**config.mk**
```make
export PLATFORM = sky130hd
export DESIGN_NAME = io_channel_command_decoder
export DESIGN_NICKNAME = d
export VERILOG_FILES = /design/src/common/cmd_decoder_pkg.sv /design/src/core/io_channel_command_decoder.sv
export SDC_FILE = /design/constraint.sdc
export NUM_CORES = 1
export LEC_CHECK = 0
export ABC_AREA = 1
export BUFFER_PORTS_ARGS = -buffer_cell sky130_fd_sc_hd__buf_2
export CAP_MARGIN = 20
export CORE_MARGIN = 4
export CORE_UTILIZATION = 32
export DETAILED_ROUTE_END_ITERATION = 8
export PLACE_DENSITY_LB_ADDON = 0.2
export SYNTH_ARGS = -nofsm -noshare
export SYNTH_HDL_FRONTEND = slang
export SYNTH_SLANG_ARGS = --single-unit
export TNS_END_PERCENT = 20
```
**constraint.sdc**
```tcl
create_clock -name clk_i -period 5.35 [get_ports clk_i]
set_clock_uncertainty 0.05 [all_clocks]
set_input_delay 0.2675 -clock clk_i [delete_from_list [all_inputs] [get_ports clk_i]]
set_output_delay 0.2675 -clock clk_i [all_outputs]
set_load 0.03 [all_outputs]
```
**src/common/cmd_decoder_pkg.sv**
```systemverilog
// Constants and types shared by the I/O channel command decoder.
package cmd_decoder_pkg;

   // =========
   // Clock and timing
   // =========
   localparam int CLK_MHZ = 100;                 // Core clock rate
   localparam int SHORT_DELAY_US = 1;            // Short delay, least
   localparam int COMPAT_DELAY_MIN_US = 8;       // Compatibility delay, least
   localparam int COMPAT_DELAY_MAX_US = 32;      // Compatibility delay, most
   localparam int US_CYCLES = CLK_MHZ;           // Cycles per microsecond
   localparam int SHORT_DELAY_CYC = SHORT_DELAY_US * US_CYCLES;
   localparam int COMPAT_DELAY_CYC = COMPAT_DELAY_MIN_US * US_CYCLES;

   // =========
   // Register offsets (byte addresses, word aligned)
   // =========
   localparam logic [7:0] OFS_CTRL = 8'h00;      // Control and status
   localparam logic [7:0] OFS_CMD_ADDR = 8'h04;  // Command effective address
   localparam logic [7:0] OFS_CMD_GO = 8'h08;    // Command issue
   localparam logic [7:0] OFS_CMD_DATA = 8'h0C;  // Load result data
   localparam logic [7:0] OFS_INT_MASK = 8'h10;  // Interrupt mask state
   localparam logic [7:0] OFS_CHAN_EN = 8'h14;   // Channel enabled flags
   localparam logic [7:0] OFS_CSR_SEL = 8'h18;   // Channel status read select
   localparam logic [7:0] OFS_CSR_DATA = 8'h1C;  // Selected channel status

   // =========
   // Command address fields
   // =========
   localparam int CA_CMD_LSB = 12;               // Command class field
   localparam int CA_CMD_W = 4;
   localparam int CA_NUM_LSB = 4;                // Channel / interrupt number
   localparam int CA_NUM_W = 4;
   localparam int CA_ALT_BIT = 16;               // Alternate address space
   localparam int CA_LOW_W = 4;                  // Low delay address bits

   localparam logic [3:0] CMD_DELAY = 4'h0;      // Time delay class
   localparam logic [3:0] CMD_UNMASK = 4'h1;     // Interrupt unmask class
   localparam logic [3:0] CMD_ENDIS = 4'h2;      // Enable / disable class
   localparam logic [3:0] DELAY_SPAN = 4'h3;     // Split delay tail span
   localparam logic [3:0] CHAN_NODIS = 4'hF;     // Channel never disabled

   // =========
   // Channel status field values
   // =========
   localparam logic [3:0] CS_DISABLED = 4'h0;
   localparam logic [3:0] CS_ENABLED = 4'h1;
   localparam logic [3:0] ERR_EXTRA_REQ = 4'h5;  // Extra request code
   localparam logic [31:0] CSR_RESET = 32'h0000_0000;
   localparam int CSR_STAT_LSB = 28;             // Status field position
   localparam int CSR_ERR_LSB = 24;              // Error code position

   // =========
   // Access length encoding and exception codes
   // =========
   localparam logic [2:0] LEN_1 = 3'h1;
   localparam logic [2:0] LEN_2 = 3'h2;
   localparam logic [2:0] LEN_4 = 3'h4;
   localparam logic [3:0] EXC_INVALID_OP = 4'h1; // Invalid operation code
   localparam logic [3:0] EXC_AUTH = 4'h2;       // Authority / source refusal

   // Bits of the control register
   localparam int CTL_WRITE_BIT = 0;             // 1: Store, 0: Load
   localparam int CTL_LEN_LSB = 1;               // Access length
   localparam int CTL_SRC_BIT = 4;               // From system processor
   localparam int CTL_AUTH_BIT = 5;              // Authority check passed
   localparam int ST_BUSY_BIT = 8;               // Delay pending
   localparam int ST_EXC_BIT = 9;                // Exception raised
   localparam int ST_CODE_LSB = 12;              // Exception code

   // A command as issued by the processor side
   typedef struct packed {
      logic is_store;
      logic [2:0] len;
      logic from_cpu;
      logic auth_ok;
      logic [31:0] addr;
   } cmd_t;

   // DMA / bus master request from the channel side
   typedef struct packed {
      logic dma_req;
      logic bm_req;
      logic [3:0] chan;
   } chan_req_t;

   typedef enum logic [1:0]
   {
      ST_IDLE = 2'b00,
      ST_DELAY = 2'b01
   } delay_state_t;

endpackage : cmd_decoder_pkg

```
**src/core/io_channel_command_decoder.sv**
```systemverilog
// I/O channel controller command decoder with Wishbone register access.
// How it works
// - Length mismatch raises invalid-operation exception
// - Only authorised processor loads/stores accepted
// - Non-delay commands must be four-byte accesses
// - Pending delay holds off further commands
// - Delay never stalls DMA or bus master
// - One-byte delay at low nibble zero: 1us
// - Two/four-byte delays last 8 to 32us
// - Delay decode ignores alternate space bit
// - Addresses after delay also decode as delay
// - Delay load returns zero, store data dropped
// - Presented interrupt is masked automatically
// - Unmask command clears addressed interrupt mask
// - Enable/disable act on addressed channel
// - Enable load returns CHANNEL_STATUS_REGISTER, 0000 becomes 0001
// - Disable store turns 0001 into 0000 only
// - DMA on disabled channel: error, count pulse
// - Master on disabled channel: no feedback, check
// - Disable of channel fifteen is ignored
//
// Decided for this implementation: the Wishbone interface to the registers and the placing of the registers.
module io_channel_command_decoder #(
   parameter int NUM_CHAN = 16,                  // Channels
   parameter int NUM_IRQ = 16                    // Interrupt levels
)(
   input wire logic clk_i,                       // 100 MHz clock
   input wire logic rst_i,                       // Sync reset, active high
   input wire logic wb_cyc_i,                    // Wishbone cycle
   input wire logic wb_stb_i,                    // Wishbone strobe
   input wire logic wb_we_i,                     // Wishbone write
   input wire logic [7:0] wb_adr_i,              // Byte address
   input wire logic [3:0] wb_sel_i,              // Byte enables
   input wire logic [31:0] wb_dat_i,             // Write data
   output logic [31:0] wb_dat_o,                 // Read data
   output logic wb_ack_o,                        // Acknowledge
   input wire logic [NUM_IRQ-1:0] irq_i,         // Interrupt inputs (pins)
   output logic [NUM_IRQ-1:0] irq_present_o,     // Presented interrupts
   input wire logic dma_req_i,                   // DMA slave request (pin)
   input wire logic bm_req_i,                    // Bus master request (pin)
   input wire logic [3:0] req_chan_i,            // Requesting channel (pin)
   output logic terminal_count_pulse_o,          // Stop pulse to device
   output logic feedback_return_o,               // Selected feedback line
   output logic channel_check_o                  // Channel check
);

   // ==========================================================
   // Elaboration checks
   // ==========================================================
   initial
   begin
      if (NUM_CHAN < 1 || NUM_CHAN > 16)
         $error("NUM_CHAN must be 1 to 16");
      if (NUM_IRQ < 1 || NUM_IRQ > 16)
         $error("NUM_IRQ must be 1 to 16");
   end

   localparam int CNT_W = $clog2(cmd_decoder_pkg::COMPAT_DELAY_CYC + 1);
   localparam logic [CNT_W-1:0] SHORT_CNT =
      CNT_W'(cmd_decoder_pkg::SHORT_DELAY_CYC);
   localparam logic [CNT_W-1:0] COMPAT_CNT =
      CNT_W'(cmd_decoder_pkg::COMPAT_DELAY_CYC);

   // ==========================================================
   // Pin synchronisers
   // ==========================================================
   logic [NUM_IRQ-1:0] irq_m_r;
   logic [NUM_IRQ-1:0] irq_s_r;
   cmd_decoder_pkg::chan_req_t req_m_r;
   cmd_decoder_pkg::chan_req_t req_s_r;
   cmd_decoder_pkg::chan_req_t req_d_r;

   // Two stages before any logic looks at a pin
   always_ff @(posedge clk_i)
   begin
      if (rst_i)
      begin
         irq_m_r <= '0;
         irq_s_r <= '0;
         req_m_r <= '0;
         req_s_r <= '0;
         req_d_r <= '0;
      end
      else
      begin
         irq_m_r <= irq_i;
         irq_s_r <= irq_m_r;
         req_m_r <= '{dma_req_i, bm_req_i, req_chan_i};
         req_s_r <= req_m_r;
         req_d_r <= req_s_r;
      end
   end

   // ==========================================================
   // Software registers
   // ==========================================================
   logic [31:0] ctrl_r;
   logic [31:0] cmd_addr_r;
   logic [31:0] cmd_data_r;
   logic [3:0] csr_sel_r;
   logic exc_r;
   logic [3:0] exc_code_r;
   logic [31:0] csr_r [NUM_CHAN];
   logic [NUM_IRQ-1:0] mask_r;
   cmd_decoder_pkg::delay_state_t dly_state_r;
   logic [CNT_W-1:0] dly_cnt_r;

   wire logic bus_req = wb_cyc_i && wb_stb_i && !wb_ack_o;
   wire logic bus_wr = bus_req && wb_we_i && (wb_sel_i == 4'hF);
   wire logic go = bus_wr && (wb_adr_i == cmd_decoder_pkg::OFS_CMD_GO);
   wire logic delay_busy = (dly_state_r == cmd_decoder_pkg::ST_DELAY);

   // Control, address, channel select
   always_ff @(posedge clk_i)
   begin
      if (rst_i)
      begin
         ctrl_r <= 32'h0000_0000;
         cmd_addr_r <= 32'h0000_0000;
         csr_sel_r <= 4'h0;
      end
      else if (bus_wr)
      begin
         if (wb_adr_i == cmd_decoder_pkg::OFS_CTRL)
            ctrl_r <= wb_dat_i;
         if (wb_adr_i == cmd_decoder_pkg::OFS_CMD_ADDR)
            cmd_addr_r <= wb_dat_i;
         if (wb_adr_i == cmd_decoder_pkg::OFS_CSR_SEL)
            csr_sel_r <= wb_dat_i[3:0];
      end
   end

   // ==========================================================
   // Command decode
   // ==========================================================
   cmd_decoder_pkg::cmd_t cmd;
   assign cmd.is_store = ctrl_r[cmd_decoder_pkg::CTL_WRITE_BIT];
   assign cmd.len = ctrl_r[cmd_decoder_pkg::CTL_LEN_LSB +: 3];
   assign cmd.from_cpu = ctrl_r[cmd_decoder_pkg::CTL_SRC_BIT];
   assign cmd.auth_ok = ctrl_r[cmd_decoder_pkg::CTL_AUTH_BIT];
   assign cmd.addr = cmd_addr_r;

   // The alternate space bit is never looked at here
   wire logic [3:0] cls =
      cmd.addr[cmd_decoder_pkg::CA_CMD_LSB +: cmd_decoder_pkg::CA_CMD_W];
   wire logic [3:0] num =
      cmd.addr[cmd_decoder_pkg::CA_NUM_LSB +: cmd_decoder_pkg::CA_NUM_W];
   wire logic [3:0] low = cmd.addr[cmd_decoder_pkg::CA_LOW_W-1:0];
   // Tail addresses catch the halves of a split delay
   wire logic is_delay = (cls == cmd_decoder_pkg::CMD_DELAY) &&
      (low <= cmd_decoder_pkg::DELAY_SPAN) && (num == 4'h0);
   wire logic is_short = is_delay && (low == 4'h0) &&
      (cmd.len == cmd_decoder_pkg::LEN_1);
   wire logic is_compat = is_delay &&
      (cmd.len == cmd_decoder_pkg::LEN_2 ||
       cmd.len == cmd_decoder_pkg::LEN_4);
   // A split one-byte tail still counts as a delay, never an error
   wire logic is_tail = is_delay && (low != 4'h0) &&
      (cmd.len == cmd_decoder_pkg::LEN_1);
   wire logic is_unmask = (cls == cmd_decoder_pkg::CMD_UNMASK);
   wire logic is_endis = (cls == cmd_decoder_pkg::CMD_ENDIS);
   wire logic len_bad = is_delay ? !(is_short || is_compat || is_tail) :
      (cmd.len != cmd_decoder_pkg::LEN_4);
   wire logic src_ok = cmd.from_cpu && cmd.auth_ok;
   // Issue waits while a delay is pending; see the ack logic
   wire logic exec = go && !delay_busy;
   wire logic run = exec && src_ok && !len_bad;
   wire logic [3:0] chan = num;
   wire logic chan_ok = (32'(chan) < NUM_CHAN);

   // Exception flag and code
   always_ff @(posedge clk_i)
   begin
      if (rst_i)
      begin
         exc_r <= 1'b0;
         exc_code_r <= 4'h0;
      end
      else if (exec && !src_ok)
      begin
         exc_r <= 1'b1;
         exc_code_r <= cmd_decoder_pkg::EXC_AUTH;
      end
      else if (exec && len_bad)
      begin
         exc_r <= 1'b1;
         exc_code_r <= cmd_decoder_pkg::EXC_INVALID_OP;
      end
      else if (exec)
      begin
         exc_r <= 1'b0;
         exc_code_r <= 4'h0;
      end
   end

   // ==========================================================
   // Time delay
   // ==========================================================
   // Counted on the fixed core clock, not processor speed
   always_ff @(posedge clk_i)
   begin
      if (rst_i)
      begin
         dly_state_r <= cmd_decoder_pkg::ST_IDLE;
         dly_cnt_r <= '0;
      end
      else
      begin
         unique case (dly_state_r)
            cmd_decoder_pkg::ST_IDLE:
            begin
               if (run && is_delay)
               begin
                  dly_state_r <= cmd_decoder_pkg::ST_DELAY;
                  dly_cnt_r <= is_compat ? COMPAT_CNT : SHORT_CNT;
               end
            end
            cmd_decoder_pkg::ST_DELAY:
            begin
               if (dly_cnt_r == CNT_W'(1))
                  dly_state_r <= cmd_decoder_pkg::ST_IDLE;
               dly_cnt_r <= dly_cnt_r - CNT_W'(1);
            end
         endcase
      end
   end

   // ==========================================================
   // Load result data
   // ==========================================================
   // Delay and unmask loads leave junk-free zero
   always_ff @(posedge clk_i)
   begin
      if (rst_i)
         cmd_data_r <= 32'h0000_0000;
      else if (run && is_endis && !cmd.is_store && chan_ok)
         cmd_data_r <= csr_r[chan];
      else if (run)
         cmd_data_r <= 32'h0000_0000;
   end

   // ==========================================================
   // Interrupt masking
   // ==========================================================
   logic [NUM_IRQ-1:0] present_r;
   generate
      for (genvar i = 0; i < NUM_IRQ; i++)
      begin : g_irq
         wire logic unmask_hit = run && is_unmask && (32'(num) == i);
         // Presentation sets the mask; it wins over an unmask
         always_ff @(posedge clk_i)
         begin
            if (rst_i)
            begin
               mask_r[i] <= 1'b0;
               present_r[i] <= 1'b0;
            end
            else
            begin
               present_r[i] <= irq_s_r[i] && !mask_r[i];
               if (irq_s_r[i] && !mask_r[i])
                  mask_r[i] <= 1'b1;
               else if (unmask_hit)
                  mask_r[i] <= 1'b0;
            end
         end
      end
   endgenerate
   assign irq_present_o = present_r;

   // ==========================================================
   // Channel status registers
   // ==========================================================
   // Channel requests bypass the delay entirely
   wire logic dma_new = req_s_r.dma_req && !req_d_r.dma_req;
   wire logic bm_new = req_s_r.bm_req && !req_d_r.bm_req;
   generate
      for (genvar c = 0; c < NUM_CHAN; c++)
      begin : g_chan
         wire logic hit = run && is_endis && (32'(chan) == c);
         wire logic [3:0] stat =
            csr_r[c][cmd_decoder_pkg::CSR_STAT_LSB +: 4];
         wire logic dis = (stat != cmd_decoder_pkg::CS_ENABLED);
         always_ff @(posedge clk_i)
         begin
            if (rst_i)
               csr_r[c] <= cmd_decoder_pkg::CSR_RESET;
            else
            begin
               if (hit && !cmd.is_store &&
                   stat == cmd_decoder_pkg::CS_DISABLED)
                  csr_r[c][cmd_decoder_pkg::CSR_STAT_LSB +: 4] <=
                     cmd_decoder_pkg::CS_ENABLED;
               else if (hit && cmd.is_store &&
                        chan != cmd_decoder_pkg::CHAN_NODIS &&
                        stat == cmd_decoder_pkg::CS_ENABLED)
                  csr_r[c][cmd_decoder_pkg::CSR_STAT_LSB +: 4] <=
                     cmd_decoder_pkg::CS_DISABLED;
               if (dma_new && dis && 32'(req_s_r.chan) == c)
                  csr_r[c][cmd_decoder_pkg::CSR_ERR_LSB +: 4] <=
                     cmd_decoder_pkg::ERR_EXTRA_REQ;
            end
         end
      end
   endgenerate

   // Status of the requesting channel, disabled if out of range
   wire logic req_in_range = (32'(req_s_r.chan) < NUM_CHAN);
   wire logic req_dis = !req_in_range ||
      (csr_r[req_s_r.chan][cmd_decoder_pkg::CSR_STAT_LSB +: 4] !=
       cmd_decoder_pkg::CS_ENABLED);

   // Channel-side responses
   always_ff @(posedge clk_i)
   begin
      if (rst_i)
      begin
         terminal_count_pulse_o <= 1'b0;
         feedback_return_o <= 1'b0;
         channel_check_o <= 1'b0;
      end
      else
      begin
         terminal_count_pulse_o <= dma_new && req_dis;
         // Feedback only for enabled masters; check otherwise
         feedback_return_o <= req_s_r.bm_req && !req_dis;
         channel_check_o <= bm_new && req_dis;
      end
   end

   // ==========================================================
   // Wishbone slave
   // ==========================================================
   logic [31:0] rd_mux;
   logic [NUM_CHAN-1:0] en_vec;
   generate
      for (genvar c = 0; c < NUM_CHAN; c++)
      begin : g_en
         assign en_vec[c] = (csr_r[c][cmd_decoder_pkg::CSR_STAT_LSB +: 4] ==
            cmd_decoder_pkg::CS_ENABLED);
      end
   endgenerate

   // Unmapped addresses read zero and still ack
   always_comb
   begin
      rd_mux = 32'h0000_0000;
      unique case (wb_adr_i)
         cmd_decoder_pkg::OFS_CTRL:
         begin
            rd_mux = ctrl_r;
            rd_mux[cmd_decoder_pkg::ST_BUSY_BIT] = delay_busy;
            rd_mux[cmd_decoder_pkg::ST_EXC_BIT] = exc_r;
            rd_mux[cmd_decoder_pkg::ST_CODE_LSB +: 4] = exc_code_r;
         end
         cmd_decoder_pkg::OFS_CMD_ADDR: rd_mux = cmd_addr_r;
         cmd_decoder_pkg::OFS_CMD_DATA: rd_mux = cmd_data_r;
         cmd_decoder_pkg::OFS_INT_MASK: rd_mux = 32'(mask_r);
         cmd_decoder_pkg::OFS_CHAN_EN: rd_mux = 32'(en_vec);
         cmd_decoder_pkg::OFS_CSR_SEL: rd_mux = 32'(csr_sel_r);
         cmd_decoder_pkg::OFS_CSR_DATA:
            rd_mux = (32'(csr_sel_r) < NUM_CHAN) ? csr_r[csr_sel_r] : '0;
         default: rd_mux = 32'h0000_0000;
      endcase
   end

   // A command issue is held off until the delay expires
   wire logic stall = wb_we_i && (wb_adr_i == cmd_decoder_pkg::OFS_CMD_GO)
      && delay_busy;

   always_ff @(posedge clk_i)
   begin
      if (rst_i)
      begin
         wb_ack_o <= 1'b0;
         wb_dat_o <= 32'h0000_0000;
      end
      else
      begin
         wb_ack_o <= bus_req && !stall;
         wb_dat_o <= rd_mux;
      end
   end

endmodule : io_channel_command_decoder

```
==> impl_metrics.tcl <==
set metrics [dict create \
    rows 64 \
    power_leakage_nw 5.44 \
    ir_drop_mv 0.207 \
    setup-tns-final_ps 0 \
    worstSetupEndpointType "flip-flop" \
    internal-power_mw 2.87 \
    cts.path.max_buffers 3 \
    synth_cells 1340 \
    crit_family "simple AND/OR/NAND/NOR gates" \
    switching_share_pct 22.8 \
    dieArea_sq_um 34300 \
    power_density_nw_per_um2 305 \
    slew_headroom_pct 31.6 \
    cts_made_buffers 26 \
    fp.dieH_microns 185 \
    power_frac_comb_pct 5.5 \
    crit_buf_inv 1 \
    drcViolationCount 0 \
    gp_congestion 0.922 \
    ant_nets 0 \
    fin_crit_ps 2680 \
    wl_per_cell_microns 15.4 \
    yosys_warnings 0 \
    vias 9115 \
    track_usage_pct 16.6 \
    rsz0062_at_grt "no" \
    area_growth_pct 21.3 \
    tightestPinTransition_ps 1020 \
    critPathMaxFanout 11 \
    initial_core_util_pct 32.7 \
    maxCapViolations 0 \
    cp.required_ps 5540 \
    startpoint_type "flip-flop" \
    io_buffers 122 \
    grt_antenna_before_repair 0 \
    viasPerCell 4.82 \
    seqPwrFrac_pct 48.9 \
    setup_violations 0 \
    power.net_switching_mw 0.850 \
    synth.distinct_cells 41 \
    cp.arrival_ps 2870 \
    drive_gt1_share_pct 13.3 \
    cp_slowest_stage_delay_ps 740 \
    cts_tree "yes" \
    ys_seq_area_share_pct 49.3 \
    fmax_ghz 0.373 \
    netlist_area_sq_um 10000 \
    path_clk_slew_ps 60 \
    nFillCells 3229 \
    insertion_delay_ps 530 \
    grt_pass1_wl_microns 46000 \
    avgSynthCellArea_sq_um 7.50 \
    n_antenna_cell 0 \
    first_global_vias 8633 \
    path_cells "nor2_1 -> nand2_1 -> nor2_2 -> nand2_1 -> nand2_2 -> inv_1 -> nor2_1 -> nand3_1 -> nand3_1" \
    run_status "finished, final reports clean" \
    fin_crit_sh_pct 50.1 \
    ioPinCount 123 \
    first_pass_iters 5 \
    p_clk_share_pct 45.6 \
    cp_slowest_cell "nor2_1" \
    worstSetupPathType "flip-flop to flip-flop" \
    finalPower_mw 3.72 \
    syn_nets 1413 \
    core_sq_um 30700 \
    cts_num_sinks 232 \
    wl_microns 29100 \
    htreeDepth 1 \
    finalHoldViolations 0 \
    synth_seq_cells 232 \
    root_buffer "clkbuf_16" \
    finalMaxSlewViolations 0 \
    drt_iter0_markers 600 \
    grt_overflow_total 0 \
    fp.dieW_microns 185 \
    finalNetCount 1549 \
    grt_max_degree 74 \
    cts_resized 0 \
    finish.utilization_pct 39.6 \
    min_path_type "input pin to flip-flop" \
    hpwlAfterDp_microns 20100 \
]
-- power groups by stage --
stage / logic [mW] / registers (mW) / clock network [mW]
CTS: 0.206 / 1.82 / 1.74
global placement: 0.178 / 1.86 / 0
floorplan: 0.0986 / 1.86 / 0
finish: 0.204 / 1.82 / 1.70
global route: 0.229 / 1.82 / 1.81
detailed placement: 0.179 / 1.86 / 0
-- cell type report --
cell class                      instances  area (sq um)  share of cell area, %
Timing Repair Buffer                  176          1150                   9.44
Sequential cell                       232          4950                   40.6
Inverter                              202           759                   6.23
Clock inverter                          7          72.6                  0.595
Tap cell                              396           495                   4.06
Multi-Input combinational cell        838          4030                   33.0
Clock buffer                           39           731                   5.99
-- final timing paths --
path,startpoint,endpoint,slack [ps],cells after the start
setup / recovery,cmd_addr_r[7],csr_r[3][2],2670,9
hold / removal,wb_dat_i[3],cmd_addr_r[3],0.02,3
setup reg to reg,cmd_addr_r[7],csr_r[3][2],2670,9
hold reg to reg,irq_m_r[2],irq_s_r[2],340,2
-- what timing repair did --
action,CTS,global route
setup buffers,0,0
hold buffers,48,0
endpoints found under the hold margin,66,0
-- sequential cells by signal, summed over array words and instances (netlist names), 2 cells and up, named ones only --
signal and cells:
cmd_addr_r 32, csr_r 32, wb_dat_o 32, ctrl_r 26, irq_m_r 16, irq_present_o 16, irq_s_r 16, mask_r 16
dly_cnt_r 10, req_m_r 6, req_s_r 6, csr_sel_r 4, cmd_data_r 2, exc_code_r 2, req_d_r 2
-- layout by cell type, fill, tap and decap left out, types with 2 or more instances in the layout --
master | Yosys | layout
buf_2 | 13 | 121
inv_1 | 199 | 198
nor3_1 | 18 | 18
clkbuf_1 | 45 | 11
nand3_2 | 15 | 15
nor4_1 | 11 | 11
a31oi_1 | 4 | 4
nand3_1 | 121 | 121
nand4_1 | 5 | 5
nor2_1 | 181 | 180
nand2_2 | 3 | 3
dfxtp_1 | 201 | 201
or2_2 | 2 | 2
o21ai_0 | 102 | 102
clkinvlp_4 | 0 | 3
a22o_1 | 2 | 2
o211ai_1 | 19 | 19
buf_4 | 3 | 6
inv_2 | 3 | 3
clkbuf_16 | 0 | 27
nor2_4 | 2 | 3
nor3_4 | 2 | 2
edfxtp_1 | 31 | 31
a21oi_1 | 111 | 111
a22oi_1 | 3 | 3
nor3b_1 | 2 | 2
o22ai_1 | 15 | 15
dlygate4sd3_1 | 0 | 48
ha_1 | 2 | 2
o221ai_1 | 4 | 4
clkinv_2 | 0 | 2
nand2_1 | 203 | 203
nor2_2 | 3 | 3
-- cells by family after synthesis --
group	synth area share (%)
and+or+nand+nor	25.4
DFF	49.3
xor gates and xnor gates	0.174
adders and majority gates	0.249
buffers and inverters	10.7
AOI/OAI and AO/OA	14.1
-- worst register-to-register path: cells and delay by family, from the launching register on --
family | cells | cell delay [ps]
buf+inv | 1 | 80
flops | 1 | 350
simple gates | 8 | 1910
-- metrics by stage --
stage | hold WS (ps) | area, sq um | cells | setup WS (ps)
3_5_place_dp | 342 | 10900 | 1796 | 2610
5_1_grt | 7.95 | 12200 | 1890 | 2430
6_report | 0.0164 | 12200 | 1890 | 2670
2_1_floorplan | 324 | 10000 | 1340 | 3510
3_3_place_gp | 341 | 10900 | 1795 | 2390
4_1_cts | 0.919 | 12200 | 1890 | 2740
-- layer usage --
layer | share of wire, % | routed length (microns) | track usage (%) | vias to the layer above
met5 | 0 | 0 | 0 | -
met1 | 47 | 13700 | 23.4 | 4220
met3 | 4.8 | 1410 | 2.06 | 50
li1 | - | - | - | 4620
met4 | 2.6 | 761 | 5.02 | 0
met2 | 45 | 13300 | 26.7 | 225
-- cells in the mapped netlist, drive strengths merged --
| library cell | n | area, sq um |
|---|---|---|
| nand3 | 136 | 756 |
| buf | 23 | 149 |
| or2 | 2 | 12.5 |
| inv | 202 | 758 |
| a31oi | 4 | 25.0 |
| a22oi | 3 | 22.5 |
| xor2 | 1 | 8.76 |
| ha | 2 | 25.0 |
| clkbuf | 45 | 169 |
| dfxtp | 201 | 4020 |
| nand2 | 207 | 792 |
| a21oi | 111 | 556 |
| o211ai | 19 | 143 |
| a22o | 2 | 17.5 |
| o211a | 1 | 10.0 |
| and3 | 1 | 6.26 |
| edfxtp | 31 | 931 |
| nor3 | 21 | 133 |
| nor3b | 2 | 15.0 |
| xnor2 | 1 | 8.76 |
| o221ai | 4 | 35.0 |
| nand4 | 5 | 31.3 |
| o21ai | 102 | 510 |
| o22ai | 15 | 93.8 |
| nor4 | 11 | 68.8 |
| nor2 | 187 | 741 |
| o21a | 1 | 7.51 |
(Power assumes the default switching activity.)
